[src/wbc_regs_map.vh]
// Register offsets, field positions, reset and restart values of the control registers.
`ifndef WBC_REGS_MAP_VH
`define WBC_REGS_MAP_VH

// ----------------------------------------------------------------------------
// Frame layout
// ----------------------------------------------------------------------------
`define WBC_FRAME_BITS      16
`define WBC_ACCESS_BIT      7
`define WBC_DATA_LSB        8

// ----------------------------------------------------------------------------
// Register addresses
// ----------------------------------------------------------------------------
`define WBC_ADDR_HW_CTRL    7'h02
`define WBC_ADDR_WDT_CTRL   7'h03
`define WBC_ADDR_BUS_ONE    7'h04
`define WBC_ADDR_BUS_TWO    7'h05

// ----------------------------------------------------------------------------
// Reset values, restart clear masks and restart set values
// ----------------------------------------------------------------------------
`define WBC_HW_RESET        8'h00
`define WBC_WDT_RESET       8'h14
`define WBC_BUS_ONE_RESET   8'h20
`define WBC_BUS_TWO_RESET   8'h00
`define WBC_HW_RST_KEEP     8'hdf
`define WBC_WDT_RST_KEEP    8'h10
`define WBC_WDT_RST_SET     8'h04
`define WBC_BUS_ONE_KEEP    8'hfb
`define WBC_BUS_TWO_KEEP    8'hdb

// ----------------------------------------------------------------------------
// Storable bits and bits the device logic may also change
// ----------------------------------------------------------------------------
`define WBC_WDT_STORE       8'h7f
`define WBC_BUS_ONE_STORE   8'hfb
`define WBC_BUS_TWO_STORE   8'hdb
`define WBC_WDT_HW_MASK     8'h57
`define WBC_BUS_ONE_HW_MASK 8'h1b
`define WBC_BUS_TWO_HW_MASK 8'hdb

// ----------------------------------------------------------------------------
// Field positions
// ----------------------------------------------------------------------------
`define WBC_HW_BOOST_V      2
`define WBC_HW_BOOST_EN     1
`define WBC_HW_FAILOUT_CFG  0
`define WBC_WDT_STOP_GATE   6
`define WBC_WDT_WINDOW      5
`define WBC_WDT_BUS_WAKE    4
`define WBC_WDT_MAX3        3
`define WBC_WDT_PERIOD_MSB  2
`define WBC_BUS_FLASH       7
`define WBC_BUS_LOW_SLOPE   6
`define WBC_BUS_TX_TIMEOUT  5

// ----------------------------------------------------------------------------
// Transceiver mode codes and reserved watchdog period
// ----------------------------------------------------------------------------
`define WBC_MODE_OFF        2'h0
`define WBC_MODE_WAKE       2'h1
`define WBC_MODE_RX_ONLY    2'h2
`define WBC_MODE_NORMAL     2'h3
`define WBC_PERIOD_RSVD     3'h7

`endif

[src/wbc_regs.v]
// SPI reachable hardware, watchdog and bus control registers with their decoded outputs.
//
// Behaviour
// RULE1: Hardware bit 2 picks 6.65 V boost.
// RULE2: Hardware bit 1 enables the automatic boost.
// RULE3: Hardware bit 0 clear: fail after second trip.
// RULE4: Config pin chooses fail-safe with supply off.
// RULE5: Watchdog write needs even parity, else fail.
// RULE6: Watchdog parity bit always reads zero.
// RULE7: Watchdog bit 6 stops watchdog in Stop.
// RULE8: Watchdog bit 5 selects window watchdog.
// RULE9: Watchdog bit 4 restarts it on bus wake.
// RULE10: Watchdog bit 3 limits resets to three.
// RULE11: Period code picks 10 ms to 1 s.
// RULE12: Bus one bit 7 disables slope, flash.
// RULE13: Bus one bit 6 selects low slope.
// RULE14: Bus one bit 5 enables transmit time-out.
// RULE15: Two-bit fields give off, wake, receive, normal.
// RULE16: Reserved bus bits read as zero.
// RULE17: Normal acts as wake in Stop, Sleep.
// RULE18: Host sets receive-only before Stop itself.
// RULE19: Host parks CAN before commanding Sleep.
// RULE20: Watchdog byte reset and restart values.
// RULE21: Bus one reset and restart values.
// RULE22: Bus two reset and restart values.
// RULE23: Device logic may change hardware-typed bits.
// RULE24: Frame is address, access bit, data byte.
`timescale 1ns/1ns
`include "wbc_regs_map.vh"

module wbc_regs (
  input  wire       clk,
  input  wire       rst_n,
  input  wire       spiCs_n,
  input  wire       spiSclk,
  input  wire       spiMosi,
  output reg        spiMiso,
  output wire       spiMisoOe,
  input  wire       cfgPin,
  input  wire       softReset,
  input  wire       restart,
  input  wire       stopMode,
  input  wire       sleepMode,
  input  wire       busWake,
  input  wire       hwWrite,
  input  wire [6:0] hwAddr,
  input  wire [7:0] hwData,
  output reg        spiFail,
  output reg        boostLowSel,
  output reg        boostEnable,
  output reg        failoutSecondTrip,
  output reg        failSafeOnWdtFail,
  output reg        wdtActive,
  output reg        wdtWindowSel,
  output reg        wdtLongWindowStart,
  output reg        wdtMaxThreeResets,
  output reg  [2:0] wdtPeriod,
  output reg        wdtPeriodValid,
  output reg        linFlashMode,
  output reg        lowSlopeSel,
  output reg        txTimeoutEn,
  output reg  [1:0] canMode,
  output reg  [1:0] linChAMode,
  output reg  [1:0] linChBMode,
  output reg  [1:0] linChCMode,
  output reg  [1:0] linChDMode
);

  // --------------------------------------------------------------------------
  // Pin synchronisers
  // --------------------------------------------------------------------------
  reg [1:0]  csSync;
  reg [1:0]  sclkSync;
  reg [1:0]  mosiSync;
  reg        csLast;
  reg        sclkLast;
  reg        cfgMeta;
  reg        cfgSync;
  reg [3:0]  bitCnt;
  reg [15:0] frame;
  reg [7:0]  txByte;
  reg [7:0]  hwCtrl;
  reg [7:0]  wdtCtrl;
  reg [7:0]  busOne;
  reg [7:0]  busTwo;
  reg [7:0]  readData;

  wire       csActive  = ~csSync[1];
  wire       sclkRise  = sclkSync[1] & ~sclkLast;
  wire       sclkFall  = ~sclkSync[1] & sclkLast;
  wire       frameEnd  = csSync[1] & ~csLast;
  wire       lowPower  = stopMode | sleepMode;
  wire [6:0] rxAddr    = frame[6:0];
  wire [7:0] rxData    = frame[15:`WBC_DATA_LSB];
  wire       fullFrame = frame[`WBC_ACCESS_BIT];
  wire       parityOk  = ~(^rxData);

  // Every pin passes two flops; only the second stage and later are read.
  always @(posedge clk) begin
    if (!rst_n) begin
      csSync   <= 2'h3;
      sclkSync <= 2'h0;
      mosiSync <= 2'h0;
      csLast   <= 1'b1;
      sclkLast <= 1'b0;
      cfgMeta  <= 1'b0;
      cfgSync  <= 1'b0;
    end else begin
      csSync   <= {csSync[0], spiCs_n};
      sclkSync <= {sclkSync[0], spiSclk};
      mosiSync <= {mosiSync[0], spiMosi};
      csLast   <= csSync[1];
      sclkLast <= sclkSync[1];
      cfgMeta  <= cfgPin;
      cfgSync  <= cfgMeta;
    end
  end

  // --------------------------------------------------------------------------
  // Frame shifter
  // --------------------------------------------------------------------------
  // Bits arrive least significant first on rising SCLK; the counter wraps to
  // zero after sixteen bits, and the completion flags below decide execution.
  always @(posedge clk) begin
    if (!rst_n) begin
      bitCnt <= 4'h0;
      frame  <= 16'h0000;
    end else if (!csActive) begin
      bitCnt <= 4'h0;
    end else if (sclkRise) begin
      frame[bitCnt] <= mosiSync[1];                  // see RULE24
      bitCnt        <= bitCnt + 4'h1;
    end
  end

  // Frames of a multiple of sixteen bits are flagged complete; a frame of other length is dropped.
  reg frameDone;
  always @(posedge clk) begin
    if (!rst_n) begin
      frameDone <= 1'b0;
    end else if (!csActive) begin
      frameDone <= 1'b0;
    end else if (sclkRise) begin
      frameDone <= (bitCnt == 4'hf);
    end
  end

  // A seventeenth rising edge marks the frame as too long; without it a frame of
  // thirty-two bits would wrap the counter and look complete a second time.
  reg frameLong;
  always @(posedge clk) begin
    if (!rst_n) begin
      frameLong <= 1'b0;
    end else if (!csActive) begin
      frameLong <= 1'b0;
    end else if (sclkRise && frameDone) begin
      frameLong <= 1'b1;                             // see RULE24
    end
  end

  // --------------------------------------------------------------------------
  // Read path
  // --------------------------------------------------------------------------
  // Reserved and write-only bits are never stored, so they read as zero.
  // An unmapped address reads as zeros rather than as stale data.
  always @* begin
    case (rxAddr)
      `WBC_ADDR_HW_CTRL:  readData = hwCtrl;
      `WBC_ADDR_WDT_CTRL: readData = wdtCtrl & `WBC_WDT_STORE;        // see RULE6
      `WBC_ADDR_BUS_ONE:  readData = busOne & `WBC_BUS_ONE_STORE;     // see RULE16
      `WBC_ADDR_BUS_TWO:  readData = busTwo & `WBC_BUS_TWO_STORE;     // see RULE16
      default:            readData = 8'h00;
    endcase
  end

  // The data byte is latched once the address byte is complete; the first
  // byte returns zeros. MISO changes on falling SCLK for the next bit.
  always @(posedge clk) begin
    if (!rst_n) begin
      txByte  <= 8'h00;
      spiMiso <= 1'b0;
    end else if (!csActive) begin
      spiMiso <= 1'b0;
    end else begin
      if (sclkRise && bitCnt == 4'h7) begin
        txByte <= readData;
      end
      if (sclkFall) begin
        spiMiso <= bitCnt[3] ? txByte[bitCnt[2:0]] : 1'b0;
      end
    end
  end

  assign spiMisoOe = csActive;

  // --------------------------------------------------------------------------
  // Register file
  // --------------------------------------------------------------------------
  wire doWrite  = frameEnd & frameDone & ~frameLong & fullFrame;     // see RULE24
  wire hostHw   = doWrite & (rxAddr == `WBC_ADDR_HW_CTRL);
  wire hostWdt  = doWrite & (rxAddr == `WBC_ADDR_WDT_CTRL) & parityOk;   // see RULE5
  wire hostOne  = doWrite & (rxAddr == `WBC_ADDR_BUS_ONE);
  wire hostTwo  = doWrite & (rxAddr == `WBC_ADDR_BUS_TWO);
  wire devWdt   = hwWrite & (hwAddr == `WBC_ADDR_WDT_CTRL);
  wire devOne   = hwWrite & (hwAddr == `WBC_ADDR_BUS_ONE);
  wire devTwo   = hwWrite & (hwAddr == `WBC_ADDR_BUS_TWO);

  // Reset and soft reset load the power-on values, restart the restart values.
  // A device-side change of a hardware bit lands after a host write in the same
  // cycle, so the device's own update is never lost.
  always @(posedge clk) begin
    if (!rst_n || softReset) begin
      hwCtrl  <= `WBC_HW_RESET;
      wdtCtrl <= `WBC_WDT_RESET;                                      // see RULE20
      busOne  <= `WBC_BUS_ONE_RESET;                                  // see RULE21
      busTwo  <= `WBC_BUS_TWO_RESET;                                  // see RULE22
    end else if (restart) begin
      hwCtrl  <= hwCtrl & `WBC_HW_RST_KEEP;
      wdtCtrl <= (wdtCtrl & `WBC_WDT_RST_KEEP) | `WBC_WDT_RST_SET;    // see RULE20
      busOne  <= busOne & `WBC_BUS_ONE_KEEP;                          // see RULE21
      busTwo  <= busTwo & `WBC_BUS_TWO_KEEP;                          // see RULE22
    end else begin
      if (hostHw) begin
        hwCtrl <= rxData;
      end
      wdtCtrl <= devWdt ? ((hostWdt ? rxData : wdtCtrl) & ~`WBC_WDT_HW_MASK & `WBC_WDT_STORE)
                          | (hwData & `WBC_WDT_HW_MASK)               // see RULE23
               : (hostWdt ? (rxData & `WBC_WDT_STORE) : wdtCtrl);
      busOne  <= devOne ? ((hostOne ? rxData : busOne)
                          & ~`WBC_BUS_ONE_HW_MASK & `WBC_BUS_ONE_STORE)
                          | (hwData & `WBC_BUS_ONE_HW_MASK)           // see RULE23
               : (hostOne ? (rxData & `WBC_BUS_ONE_STORE) : busOne);
      busTwo  <= devTwo ? (hwData & `WBC_BUS_TWO_HW_MASK)             // see RULE23
               : (hostTwo ? (rxData & `WBC_BUS_TWO_STORE) : busTwo);
    end
  end

  // A rejected watchdog write raises a one-cycle failure pulse.
  // A pulse rather than a stored flag leaves the status register outside this block.
  always @(posedge clk) begin
    if (!rst_n) begin
      spiFail <= 1'b0;
    end else begin
      spiFail <= doWrite & (rxAddr == `WBC_ADDR_WDT_CTRL) & ~parityOk;  // see RULE5
    end
  end

  // --------------------------------------------------------------------------
  // Decoded outputs
  // --------------------------------------------------------------------------
  // Normal mode is shown to a transceiver as wake capable during low power,
  // while the stored field is left alone for the return to Normal mode.
  function [1:0] wbc_eff_mode;
    input [1:0] field;
    input       lp;
    begin
      wbc_eff_mode = (lp && field == `WBC_MODE_NORMAL) ? `WBC_MODE_WAKE : field;
    end
  endfunction

  // All decoded outputs are registered, so they follow the stored bits by one cycle.
  always @(posedge clk) begin
    if (!rst_n) begin
      boostLowSel        <= 1'b0;
      boostEnable        <= 1'b0;
      failoutSecondTrip  <= 1'b1;                                     // Hardware bit 0 resets clear.
      failSafeOnWdtFail  <= 1'b0;
      wdtActive          <= 1'b1;
      wdtWindowSel       <= 1'b0;
      wdtLongWindowStart <= 1'b0;
      wdtMaxThreeResets  <= 1'b0;
      wdtPeriod          <= 3'h4;
      wdtPeriodValid     <= 1'b1;
      linFlashMode       <= 1'b0;
      lowSlopeSel        <= 1'b0;
      txTimeoutEn        <= 1'b0;
      canMode            <= `WBC_MODE_OFF;
      linChAMode         <= `WBC_MODE_OFF;
      linChBMode         <= `WBC_MODE_OFF;
      linChCMode         <= `WBC_MODE_OFF;
      linChDMode         <= `WBC_MODE_OFF;
    end else begin
      boostLowSel        <= hwCtrl[`WBC_HW_BOOST_V];                  // see RULE1
      boostEnable        <= hwCtrl[`WBC_HW_BOOST_EN];                 // see RULE2
      failoutSecondTrip  <= ~hwCtrl[`WBC_HW_FAILOUT_CFG];             // see RULE3
      failSafeOnWdtFail  <= cfgSync;                                  // see RULE4
      wdtActive          <= ~(stopMode & wdtCtrl[`WBC_WDT_STOP_GATE]); // see RULE7
      wdtWindowSel       <= wdtCtrl[`WBC_WDT_WINDOW];                 // see RULE8
      wdtLongWindowStart <= busWake & stopMode & wdtCtrl[`WBC_WDT_BUS_WAKE]; // see RULE9
      wdtMaxThreeResets  <= wdtCtrl[`WBC_WDT_MAX3];                   // see RULE10
      wdtPeriod          <= wdtCtrl[`WBC_WDT_PERIOD_MSB:0];           // see RULE11
      wdtPeriodValid     <= (wdtCtrl[`WBC_WDT_PERIOD_MSB:0] != `WBC_PERIOD_RSVD);
      linFlashMode       <= busOne[`WBC_BUS_FLASH];                   // see RULE12
      lowSlopeSel        <= busOne[`WBC_BUS_LOW_SLOPE];               // see RULE13
      txTimeoutEn        <= busOne[`WBC_BUS_TX_TIMEOUT];              // see RULE14
      canMode            <= wbc_eff_mode(busOne[1:0], lowPower);      // see RULE15 RULE17
      linChAMode         <= wbc_eff_mode(busOne[4:3], lowPower);      // see RULE15 RULE17
      linChBMode         <= wbc_eff_mode(busTwo[1:0], lowPower);      // see RULE15 RULE17
      linChCMode         <= wbc_eff_mode(busTwo[4:3], lowPower);      // see RULE15 RULE17
      linChDMode         <= wbc_eff_mode(busTwo[7:6], lowPower);      // see RULE15 RULE17
    end
  end

endmodule

[config.mk]
export PLATFORM = sky130hd
export DESIGN_NAME = wbc_regs
export DESIGN_NICKNAME = d
export VERILOG_FILES = /design/src/wbc_regs.v
export VERILOG_INCLUDE_DIRS = /design/src
export SDC_FILE = /design/constraint.sdc
export NUM_CORES = 1
export LEC_CHECK = 0
export ABC_AREA = 1
export BUFFER_PORTS_ARGS = -buffer_cell sky130_fd_sc_hd__buf_4
export CORE_ASPECT_RATIO = 1.75
export CORE_MARGIN = 2
export CORE_UTILIZATION = 25
export DETAILED_ROUTE_END_ITERATION = 8
export HOLD_SLACK_MARGIN = 0.02
export PLACE_DENSITY = 0.53
export SETUP_SLACK_MARGIN = 0.4
export SLEW_MARGIN = 25
export SYNTH_ARGS = -nofsm -noshare
export SYNTH_HDL_FRONTEND = slang
export SYNTH_SLANG_ARGS = --single-unit
[constraint.sdc]
create_clock -name clk -period 1.8 [get_ports clk]
set_clock_uncertainty 0.05 [all_clocks]
set_input_delay 0.27 -clock clk [delete_from_list [all_inputs] [get_ports clk]]
set_output_delay 0.27 -clock clk [all_outputs]
set_load 0.02 [all_outputs]
-- Word level (Yosys, flattened, before mapping)
Cells that the tools add are included.
- multipliers: 0
- bitwise gates (word level): 31
- reduce and logical (&&, ||, !) cells: 27
- $add $sub $neg: 1
- multiplexer cells: 20
- div/mod/pow operators: 0
- shift-type cells: 0
- order comparisons: 3
- equal/unequal tests: 15
- operators by type and width (cell ; number):
    two-way mux 8 bit ; 5
    one-hot mux 8 bit (4 select lines) ; 1
    == test 7 x 3 -> 1 bit, second input constant ; 4
    == test 7 x 2 -> 1 bit, second input constant ; 3
    bitwise AND 1 bit ; 18
    bitwise mux 16 bit ; 1
    two-way mux 7 bit ; 2
    OR reduction 2 bit ; 7
    AND reduction 2 bit ; 6
    == test 2 bit, second input constant ; 5
    NOT 1 bit ; 10
    logical AND 1 bit ; 8
    two-way mux 1 bit ; 8
    bitwise OR 8 x 5 -> 8 bit ; 1
    XOR reduction 8 bit ; 1
    bitwise OR 6 x 7 -> 7 bit ; 1
    two-way mux 6 bit ; 1
    nonzero test 2 bit ; 3
    less-than comparator 4 x 5 -> 1 bit, second input constant ; 1
    adder 4 x 1 -> 4 bit, second input constant ; 1
    demux 1 bit (select 4 bit) ; 1
    == test 4 x 3 -> 1 bit, second input constant ; 1
    == test 4 bit, second input constant ; 1
    >= comparator 4 x 1 -> 1 bit, second input constant ; 1
    other kinds (6) ; 6
- bits in writable memories: 0
- latch bits: 0
- register bits: 96
- memories: 0
- logic and storage cells: 141
- memory bits (read-only): 0

-- Longest topological paths before layout
Gate-level depths: netlist of run 1.
- depth in word-level cells: 10
- gate-level depth with buffers: 11

-- Worst setup path before layout of run 1
No wires, ideal clock.
- path kind: flip-flop to flip-flop
- from: reg bitCnt[0]
- to: reg frame[7]
- arrival: 1234 ps
- setup time: 119 ps
- path slack: 397 ps
- required time: 1631 ps
- stages on the path, launching flop included: 9
- path through: dfxtp_1 -> ha_1 -> inv_1 -> nor2_2 -> inv_2 -> nor2_4 -> inv_2 -> o21ai_1 -> a21oi_1
- word-level cells in the longest chain between the ends: 5
- ends and longest elaborated chain (element ; line ; RTL):
    start: declaration ; wbc_regs.v:79 ; reg [3:0] bitCnt;
    start signal: assignment ; wbc_regs.v:132 ; bitCnt <= bitCnt + 4'h1;
    less-than comparator 4 x 5 -> 1 bit (not written as such) / >= comparator 4 x 1 -> 1 bit (equally long branches) ; wbc_regs.v:131 ; frame[bitCnt] <= mosiSync[1];
    logical AND 1 bit (not written as such) ; wbc_regs.v:131 ;
    two-way mux 1 bit (not written as such) ; wbc_regs.v:131 ;
    demux 1 bit (select 4 bit) (*) ; wbc_regs.v:131 ;
    bitwise mux 16 bit (*) ; wbc_regs.v:131 ;
    end signal: indexed assignment ; wbc_regs.v:131 ;
    end: declaration ; wbc_regs.v:80 ; reg [15:0] frame;
Mark *: on every way between the ends. The rest lies on a longest branch, timed or not.
A chain may end at the register's enable or synchronous reset.

-- Worst setup path after layout of run 1
- from: reg frame[4]
- to: reg txByte[1]
- word-level cells in the longest chain between the ends: 2
- ends and longest elaborated chain (element ; line ; RTL):
    == test 7 x 3 -> 1 bit / == test 7 x 2 -> 1 bit (equally long branches) ; wbc_regs.v:167 ; case (rxAddr)
    one-hot mux 8 bit (4 select lines) (*) ; wbc_regs.v:167 ;
    end signal: assignment ; wbc_regs.v:186 ; txByte <= readData;
    end: declaration ; wbc_regs.v:81 ; reg [7:0] txByte;
Marked as above.

==> results of run 1 <==
## registers in the layout, summed over array words and instances (netlist names), 2 cells and up
register    count
bitCnt          4
busOne          7
busTwo          6
canMode         2
csSync          2
frame          16
hwCtrl          8
linChAMode      2
linChBMode      2
linChCMode      2
linChDMode      2
mosiSync        2
sclkSync        2
txByte          8
wdtCtrl         7
wdtPeriod       3
## stage by stage
stage | hold slack (ns) | total power, mW | cells | utilization, %
floorplan | 0.304 | 2.24 | 575 | -
global placement | 0.344 | 2.33 | 866 | 30.3
detailed placement | 0.352 | 2.33 | 866 | 30.3
CTS | 0.0422 | 4.48 | 903 | 34.7
global route | 0.0500 | 4.60 | 916 | 37.2
finish | 0.0502 | 4.45 | 916 | 37.2
## worst register-to-register path: stages, from the launching register on
cell and delay (ns):
dfxtp_2 0.33, nor3_4 0.32, buf_6 0.20, buf_12 0.11
nand3_1 0.07, o21ai_1 0.14, o21ai_0 0.14, a21oi_1 0.13
## worst paths after layout
kind | to | cells after the start | slack, ns | start
worst min-delay path | sclkSync[0]$_SDFF_PN0_ | 3 | 0.05 | spiSclk
worst min register to register | sclkSync[1]$_SDFF_PN0_ | 2 | 0.36 | sclkSync[0]$_SDFF_PN0_
worst max-delay path | txByte[1]$_SDFFE_PN0P_ | 7 | 0.24 | frame[4]$_SDFFE_PN0P_
worst max register to register | txByte[1]$_SDFFE_PN0P_ | 7 | 0.24 | frame[4]$_SDFFE_PN0P_
## power breakdown
part / internal, mW / switching (mW) / total, mW / leakage, nW
clock network: 1.35 / 0.798 / 2.15 / 0.160
registers: 2.11 / 0.0117 / 2.12 / 0.776
logic: 0.0727 / 0.108 / 0.180 / 1.67
total: 3.53 / 0.917 / 4.45 / 2.61
## cell usage in the layout (no fill, tap or decap), types with 3 or more instances in the layout
cell type,netlist,routed
a21oi_1,39,34
a21oi_2,0,5
buf_12,0,4
buf_4,0,92
buf_6,1,16
bufinv_16,0,3
clkbuf_16,0,9
dfxtp_1,95,80
dfxtp_2,0,10
dfxtp_4,0,5
ha_4,0,4
inv_1,82,71
inv_2,9,13
inv_4,0,3
nand2_1,126,113
nand2_2,5,15
nand2_4,3,4
nand3_1,33,25
nand3_2,1,8
nand4_1,7,7
nor2_1,55,38
nor2_2,3,7
nor2_4,4,17
nor3_2,2,3
nor3_4,2,3
o21ai_0,66,38
o21ai_1,3,17
o21ai_2,0,14
o21bai_1,3,3
## final cells by class
cell class	instances	share of cell area, %
multi-input cells	376	36.3
flip-flops and latches	95	31.7
repair buffers	112	15.6
inverters	93	6.34
well taps	224	4.60
clock buffers	11	3.82
clock inverters	4	1.56
repair inverters	1	0.123
## synthesized netlist by cell type, types with 4 or more instances
| library cell | n | area (sq um) |
|---|---|---|
| nor3_1 | 4 | 20.0 |
| nor2_1 | 55 | 206 |
| dfxtp_1 | 95 | 1900 |
| nand2_2 | 5 | 31.3 |
| clkbuf_1 | 5 | 18.8 |
| inv_2 | 9 | 33.8 |
| nand4_1 | 7 | 43.8 |
| nand2_1 | 126 | 473 |
| inv_1 | 82 | 308 |
| a21oi_1 | 39 | 195 |
| nor2_4 | 4 | 45.0 |
| ha_1 | 4 | 50.1 |
| buf_2 | 4 | 20.0 |
| nand3_1 | 33 | 165 |
| o21ai_0 | 66 | 330 |
## metal layers
layer  part of all wire [%]  wire [microns]
met5                      0               0
met1                     37            4720
met3                    3.0             380
met4                    3.7             472
met2                     56            7080
## cells by family after synthesis
| kind of cell | synth area share (%) |
|---|---|
| flip-flops | 45.9 |
| adder cells (fa/ha/maj) | 1.21 |
| AO/OA/AOI/OAI | 15.3 |
| AND/OR/NAND/NOR | 27.9 |
| buffers and inverters | 9.74 |
## timing repair
item | CTS | global route
buffers inserted | 21 | 13
pin swaps | 44 | 35
setup endpoints to repair | 50 | 56
resized for setup | 69 | 108
gates cloned | 1 | 0
==> impl_metrics.py, run 1 <==
metrics = {
    "sta": {
        "max_freq_mhz": 642,
        "fin_tns_setup_ns": 0,
        "grt_setup_unrepaired": "yes",
        "setup_viol": 0,
        "fin_crit_ns": 1.56,
        "slew_headroom_pct": 52.1,
        "worstMarginPinSlew_ns": 0.718,
        "slew_violations": 0,
        "finalHoldViolations": 0,
        "fin_crit_sh_pct": 86.5,
        "setup_slack_ns": 0.243,
    },
    "power": {
        "vdd_ir_drop_max_mv": 0.449,
        "p_per_area_nw_per_um2": 729,
        "p_leak_nw": 2.61,
    },
    "setup_path": {
        "arrival_ns": 1.79,
        "path_cells": "nor3_4 -> buf_6 -> buf_12 -> nand3_1 -> o21ai_1 -> o21ai_0 -> a21oi_1",
        "crit_path_end_kind": "flop",
        "crit_family": "compound AO/OA/AOI/OAI gates",
        "path_max_fanout": 4,
        "cp_slowest_stage_delay_ns": 0.33,
        "critPathBufInv": 2,
        "critPathKind": "flop to flop",
        "cp.required_ns": 2.03,
        "crit_slowest_cell": "dfxtp_2",
        "crit_path_start_kind": "flop",
    },
    "logic_synthesis": {
        "synthesis.nets": 606,
        "avgSynthCellArea_sq_um": 7.21,
        "mappedNetlistArea_sq_um": 4150,
        "synth_seq_cells": 95,
        "synth_cell_type_count": 35,
        "synth_async_sr_flop_share_pct": 0,
        "syn_inst": 575,
        "synthFlopType": "dfxtp_1",
        "synth_edf_count": 0,
        "yosysSeqAreaShare_pct": 45.9,
        "yosysWarnings": 0,
    },
    "route": {
        "routed_wl_mm": 12.7,
        "wl_per_cell_microns": 13.8,
        "antenna_left": 0,
        "dr.pass1.iters": 5,
        "drt_iter0_drc": 189,
        "vias_per_cell": 4.42,
        "drc": 0,
        "vias": 4053,
    },
    "cts": {
        "htreeDepth": 3,
        "cts-root-buf": "clkbuf_16",
        "cts_sinks": 95,
        "clkTransAtPathRegs_ns": 0.07,
        "cts_tree": "built",
        "hold_buffers": 0,
        "clk_latency_ns": 0.35,
        "cts-buffers-inserted": 9,
        "clockBufferDepth": 2,
    },
    "placement": {
        "placed_area_sq_um": 4960,
        "place.gp.congestion": 0.851,
        "dp_hpwl_mm": 9.32,
        "post-place-ws_ns": 0.153,
        "io_buffers": 53,
    },
    "grt": {
        "grtUsageMet3_pct": 2.13,
        "overflow": 0,
        "grtUsageMet1_pct": 14.5,
        "grt_max_degree": 33,
        "first_global_vias": 3633,
        "grt_pass1_wl_mm": 18.8,
        "antenna_found_initial": 0,
        "gr-usage-all-layers_pct": 14.1,
        "grt.busiest_layer": "met2",
        "met2_usage_pct": 26.9,
    },
    "cells_and_area": {
        "fillers": 1715,
        "final_cell_area_sq_um": 6100,
        "drive_gt1_share_pct": 36.7,
        "antenna_cells": 0,
        "ff_latch_area_sq_um": 1930,
        "multiInputGateArea_sq_um": 2210,
        "area_delta_synth_final_pct": 47.0,
        "nets": 719,
    },
    "die": {
        "core_area_sq_um": 16400,
        "dieArea_sq_um": 17700,
        "ios": 55,
        "die_w_microns": 101,
        "die_height_microns": 174,
        "start_util_pct": 25.3,
        "rows": 62,
    },
    "hold_path": {
        "min_path_type": "input pin to flop",
    },
    "status": {
        "status": "completed",
    },
    "flow_run": {
        "drv_cap": 0,
    },
}
Note: power is estimated with default switching activity, not from simulation.
==> inputs of run 2 (changes only) <==
Settings changed: HOLD_SLACK_MARGIN 0.02 to 0.15.
==> run 2 against run 1 <==
Net effect:
- routed wire length is essentially flat
- non-clock buffer count rose by 4
- total power about the same
- sequential share of layout area fell by 0.21 points
==> impl_metrics.py, run 2 (synthesized netlist as in run 1, its figures left out) <==
metrics = {
    "cells_and_area": {
        "final_common_cell": "nand2_1",
        "fin_cells": 920,
        "largest_reg_flops": 16,
        "regMostFlops": "frame",
        "area_delta_synth_final_pct": 48.0,
        "top_regs": "frame (16), hwCtrl (8), txByte (8)",
        "final_cell_area_sq_um": 6140,
        "final_cell_mix": "nand2_1, buf_4, dfxtp_1",
        "antenna_cells": 0,
        "drive_gt1_share_pct": 36.5,
        "nets": 723,
    },
    "status": {
        "status": "completed",
    },
    "route": {
        "antenna_left": 0,
        "met3_length_microns": 388,
        "vias": 4057,
        "drc": 0,
        "route.top_layer_used": "met4",
        "vias_per_cell": 4.41,
        "wl_met2_mm": 7.18,
        "wl_per_cell_microns": 13.8,
        "drt_iter0_drc": 202,
        "dr.pass1.iters": 4,
        "drt-met1-wl_mm": 4.66,
        "routed_wl_mm": 12.7,
    },
    "placement": {
        "post-place-ws_ns": 0.153,
        "placed_area_sq_um": 4960,
        "dp_hpwl_mm": 9.32,
        "io_buffers": 53,
        "place_inst": 866,
        "place.gp.congestion": 0.851,
    },
    "sta": {
        "slew_violations": 0,
        "max_freq_mhz": 638,
        "fin_crit_ns": 1.57,
        "fin_tns_setup_ns": 0,
        "fin_crit_sh_pct": 87.0,
        "finalHoldViolations": 0,
        "setup_slack_ns": 0.234,
        "slew_headroom_pct": 53.5,
        "setup_viol": 0,
        "grt_setup_unrepaired": "yes",
        "worstMarginPinSlew_ns": 0.696,
    },
    "die": {
        "dieArea_sq_um": 17700,
        "die_w_microns": 101,
        "core_area_sq_um": 16400,
        "ios": 55,
        "die_height_microns": 174,
        "start_util_pct": 25.3,
        "rows": 62,
    },
    "cts": {
        "clockBufferDepth": 2,
        "cts-buffers-inserted": 9,
        "htreeDepth": 3,
        "cts_sinks": 95,
        "clk_latency_ns": 0.34,
        "cts-root-buf": "clkbuf_16",
        "clkTransAtPathRegs_ns": 0.06,
        "cts_tree": "built",
    },
    "setup_path": {
        "cp_slowest_stage_delay_ns": 0.33,
        "ff2ff_path_depth": 7,
        "crit_slowest_cell": "dfxtp_2",
        "crit_path_start_kind": "flop",
        "path_cells": "nor3_4 -> buf_6 -> buf_12 -> nand3_1 -> o21ai_1 -> o21ai_0 -> a21oi_1",
        "crit_path_end_kind": "flop",
        "critPathKind": "flop to flop",
        "path_max_fanout": 4,
        "r2r_setup_slack_ns": 0.23,
        "arrival_ns": 1.79,
        "cp.required_ns": 2.02,
    },
    "hold_path": {
        "hold_depth": 2,
        "min_path_type": "input pin to flop",
    },
    "grt": {
        "grt_max_degree": 33,
        "overflow": 0,
        "grt_pass1_wl_mm": 18.9,
        "first_global_vias": 3650,
        "antenna_found_initial": 0,
        "gr-usage-all-layers_pct": 14.1,
    },
    "flow_run": {
        "drv_cap": 0,
    },
    "power": {
        "p_per_area_nw_per_um2": 724,
        "vdd_ir_drop_max_mv": 0.441,
        "p_leak_nw": 2.63,
    },
}
-- run 2: cell types whose count changed in the layout (fill, tap and decap cells not counted), sizes merged --
cell,before,now
dlygate4sd3,0,4
-- run 2: final timing paths --
| check | endpoint | start |
|---|---|---|
| worst max-delay path | txByte[1]$_SDFFE_PN0P_ | frame[4]$_SDFFE_PN0P_ |
| worst min-delay path | wdtActive$_SDFF_PN1_ | stopMode |
| worst max register to register | txByte[1]$_SDFFE_PN0P_ | frame[4]$_SDFFE_PN0P_ |
| worst min register to register | sclkSync[1]$_SDFF_PN0_ | sclkSync[0]$_SDFF_PN0_ |
-- run 2: area by class of cell --
class	count	area, sq um
clock buffers	11	233
clock inverters	4	95.1
fillers	1711	10200
inverters	93	387
multi-input cells	376	2210
flip-flops and latches	95	1930
well taps	224	280
repair buffers	116	991
repair inverters	1	7.51
-- run 2: what timing repair did --
item,CTS,global route
cloned,1,0
pin swaps,44,35
hold buffers,4,0
hold endpoints to repair,4,0
setup endpoints to repair,50,56
buffers inserted,21,13
resized for setup,69,108
-- run 2: per-stage QoR --
stage / hold slack (ns) / power [mW] / util [%]
2_1_floorplan: 0.304 / 2.24 / -
3_3_place_gp: 0.344 / 2.33 / 30.3
3_5_place_dp: 0.352 / 2.33 / 30.3
4_1_cts: 0.152 / 4.49 / 34.9
5_1_grt: 0.152 / 4.61 / 37.5
6_report: 0.150 / 4.45 / 37.5
-- run 2: critical path, delay by kind of cell, from the launching register on --
family	cells	cell delay (ns)
AOI/OAI and AO/OA	3	0.42
buffers and inverters	2	0.31
and+or+nand+nor	2	0.38
DFF	1	0.33
-- run 2: power by group --
part	switching (mW)	total, mW	leakage, nW	internal [mW]
Combinational	0.108	0.186	1.69	0.0783
Clock	0.792	2.14	0.160	1.35
Sequential	0.0115	2.12	0.776	2.11
Total	0.911	4.45	2.63	3.54
-- run 2: per-layer routing --
metal | up-vias | track usage, %
li1 | 2070 | -
met1 | 1882 | 14.6
met2 | 79 | 27.0
met3 | 26 | 2.13
met4 | 0 | 6.31
met5 | - | 0
==> inputs of run 3 (changes only) <==
Settings changed: CORE_MARGIN 2 to default, PLACE_DENSITY 0.53 to default.
==> run 3 against run 2 <==
Net effect:
- non-clock buffer count shrank 10
- via count down 1.4%
- hold slack better by 0.013 ns
- largest cell class unchanged
==> impl_metrics.py, run 3 (synthesized netlist as in run 1, its figures left out) <==
metrics = {
    "sta": {
        "slew_headroom_pct": 57.4,
        "grt_setup_unrepaired": "yes",
        "whs_ns": 0.162,
        "fin_tns_setup_ns": 0,
        "setup_viol": 0,
        "max_freq_mhz": 661,
        "finalHoldViolations": 0,
        "fin_crit_ns": 1.51,
        "worstMarginPinSlew_ns": 0.638,
        "slew_violations": 0,
        "fin_crit_sh_pct": 84.1,
    },
    "die": {
        "die_height_microns": 172,
        "core_area_sq_um": 16300,
        "die_w_microns": 99.4,
        "start_util_pct": 25.5,
        "rows": 62,
        "dieArea_sq_um": 17100,
        "ios": 55,
    },
    "cells_and_area": {
        "top_regs": "frame (16), hwCtrl (8), txByte (8)",
        "fin_cells": 879,
        "largest_reg_flops": 16,
        "antenna_cells": 0,
        "final_cell_area_sq_um": 5980,
        "nets": 713,
        "regMostFlops": "frame",
        "drive_gt1_share_pct": 35.5,
        "area_delta_synth_final_pct": 44.3,
        "final_common_cell": "nand2_1",
        "final_cell_mix": "nand2_1, buf_4, dfxtp_1",
    },
    "route": {
        "antenna_left": 0,
        "dr.pass1.iters": 4,
        "vias_per_cell": 4.55,
        "drc": 0,
        "routed_wl_mm": 12.1,
        "drt_iter0_drc": 178,
        "wl_per_cell_microns": 13.7,
        "vias": 4000,
    },
    "status": {
        "status": "completed",
    },
    "setup_path": {
        "critPathKind": "flop to flop",
        "crit_family": "buffers and inverters",
        "crit_path_end_kind": "flop",
        "r2r_start": "frame[5]$_SDFFE_PN0P_",
        "cp_slowest_stage_delay_ns": 0.33,
        "arrival_ns": 1.75,
        "ff2ff_path_depth": 8,
        "cp.required_ns": 2.03,
        "worstReg2RegEnd": "txByte[1]$_SDFFE_PN0P_",
        "path_cells": "nor3_4 -> buf_6 -> buf_6 -> nand3_1 -> o21ai_0 -> buf_4 -> o21ai_0 -> a21oi_1",
        "cp.depth": 8,
        "crit_slowest_cell": "dfxtp_2",
        "path_max_fanout": 5,
        "r2r_setup_slack_ns": 0.29,
        "critPathBufInv": 3,
        "crit_path_start_kind": "flop",
    },
    "grt": {
        "grt_pass1_wl_mm": 18.7,
        "grt_max_degree": 33,
        "gr-usage-all-layers_pct": 14.3,
        "overflow": 0,
        "first_global_vias": 3854,
        "antenna_found_initial": 0,
    },
    "cts": {
        "cts-buffers-inserted": 9,
        "clk_latency_ns": 0.34,
        "clockBufferDepth": 2,
        "cts_tree": "built",
        "clkTransAtPathRegs_ns": 0.07,
        "cts_sinks": 95,
        "htreeDepth": 3,
        "cts-root-buf": "clkbuf_16",
    },
    "placement": {
        "place_inst": 835,
        "io_buffers": 53,
        "placed_area_sq_um": 4930,
        "place.gp.congestion": 0.881,
        "dp_hpwl_mm": 8.81,
    },
    "power": {
        "vdd_ir_drop_max_mv": 0.398,
        "p_leak_nw": 2.56,
        "p_per_area_nw_per_um2": 731,
    },
    "hold_path": {
        "hold_start": "busWake",
        "min_path_type": "input pin to flop",
        "hold_end": "wdtLongWindowStart$_SDFF_PN0_",
        "hold_depth": 3,
    },
    "flow_run": {
        "drv_cap": 0,
    },
}
run 3: area by class of cell:
type | instances | area (sq um)
fillers | 1704 | 10300
multi-input cells | 376 | 2200
flip-flops and latches | 95 | 1930
repair buffers | 106 | 882
inverters | 93 | 394
clock buffers | 11 | 243
well taps | 192 | 240
clock inverters | 5 | 81.3
repair inverters | 1 | 7.51
run 3: how the worst max path moves through the flow:
stage / startpoint / endpoint / slack [ns]
global route: frame[5]$_SDFFE_PN0P_ / wdtCtrl[2]$_SDFFE_PP1P_ / 0.20
floorplan: frame[4]$_SDFFE_PN0P_ / busOne[1]$_SDFFE_PP0P_ / 0.41
detailed placement: hwAddr[5] / busTwo[7]$_SDFFE_PP0P_ / 0.15
CTS: frame[6]$_SDFFE_PN0P_ / txByte[5]$_SDFFE_PN0P_ / 0.27
global placement: hwAddr[5] / busTwo[7]$_SDFFE_PP0P_ / 0.18
finish: frame[5]$_SDFFE_PN0P_ / txByte[1]$_SDFFE_PN0P_ / 0.29
run 3: per-stage QoR:
stage          setup slack (ns)  utilization (%)  power, mW
6_report                  0.287             36.7       4.37
5_1_grt                   0.203             36.7       4.51
4_1_cts                   0.269             34.3       4.41
3_5_place_dp              0.152             30.3       2.33
2_1_floorplan             0.406                -       2.24
3_3_place_gp              0.179             30.3       2.33
run 3: worst min-delay path, stage by stage:
cell,delay [ns]
buf_4,0.11
nand3_1,0.08
nor2_1,0.05
run 3: repair_timing:
item | 4_1_cts | 5_1_grt
setup endpoints to repair | 47 | 54
gates cloned | 1 | 0
pin swaps | 32 | 39
hold endpoints to repair | 5 | 0
setup buffers | 13 | 9
hold buffers | 5 | 0
gates resized for setup | 71 | 109
run 3: per-layer routing:
metal / routed length, microns / share of wire (%) / track usage [%] / vias up
met2: 6350 / 53 / 26.3 / 102
met3: 317 / 2.6 / 2.18 / 36
li1: - / - / - / 2047
met1: 4730 / 39 / 14.5 / 1815
met5: 0 / 0 / 0 / -
met4: 652 / 5.4 / 10.7 / 0
run 3: power by group:
group          internal (mW)  switching [mW]
Clock                   1.26           0.811
Combinational         0.0794           0.108
Sequential              2.11          0.0103
Total                   3.44           0.929
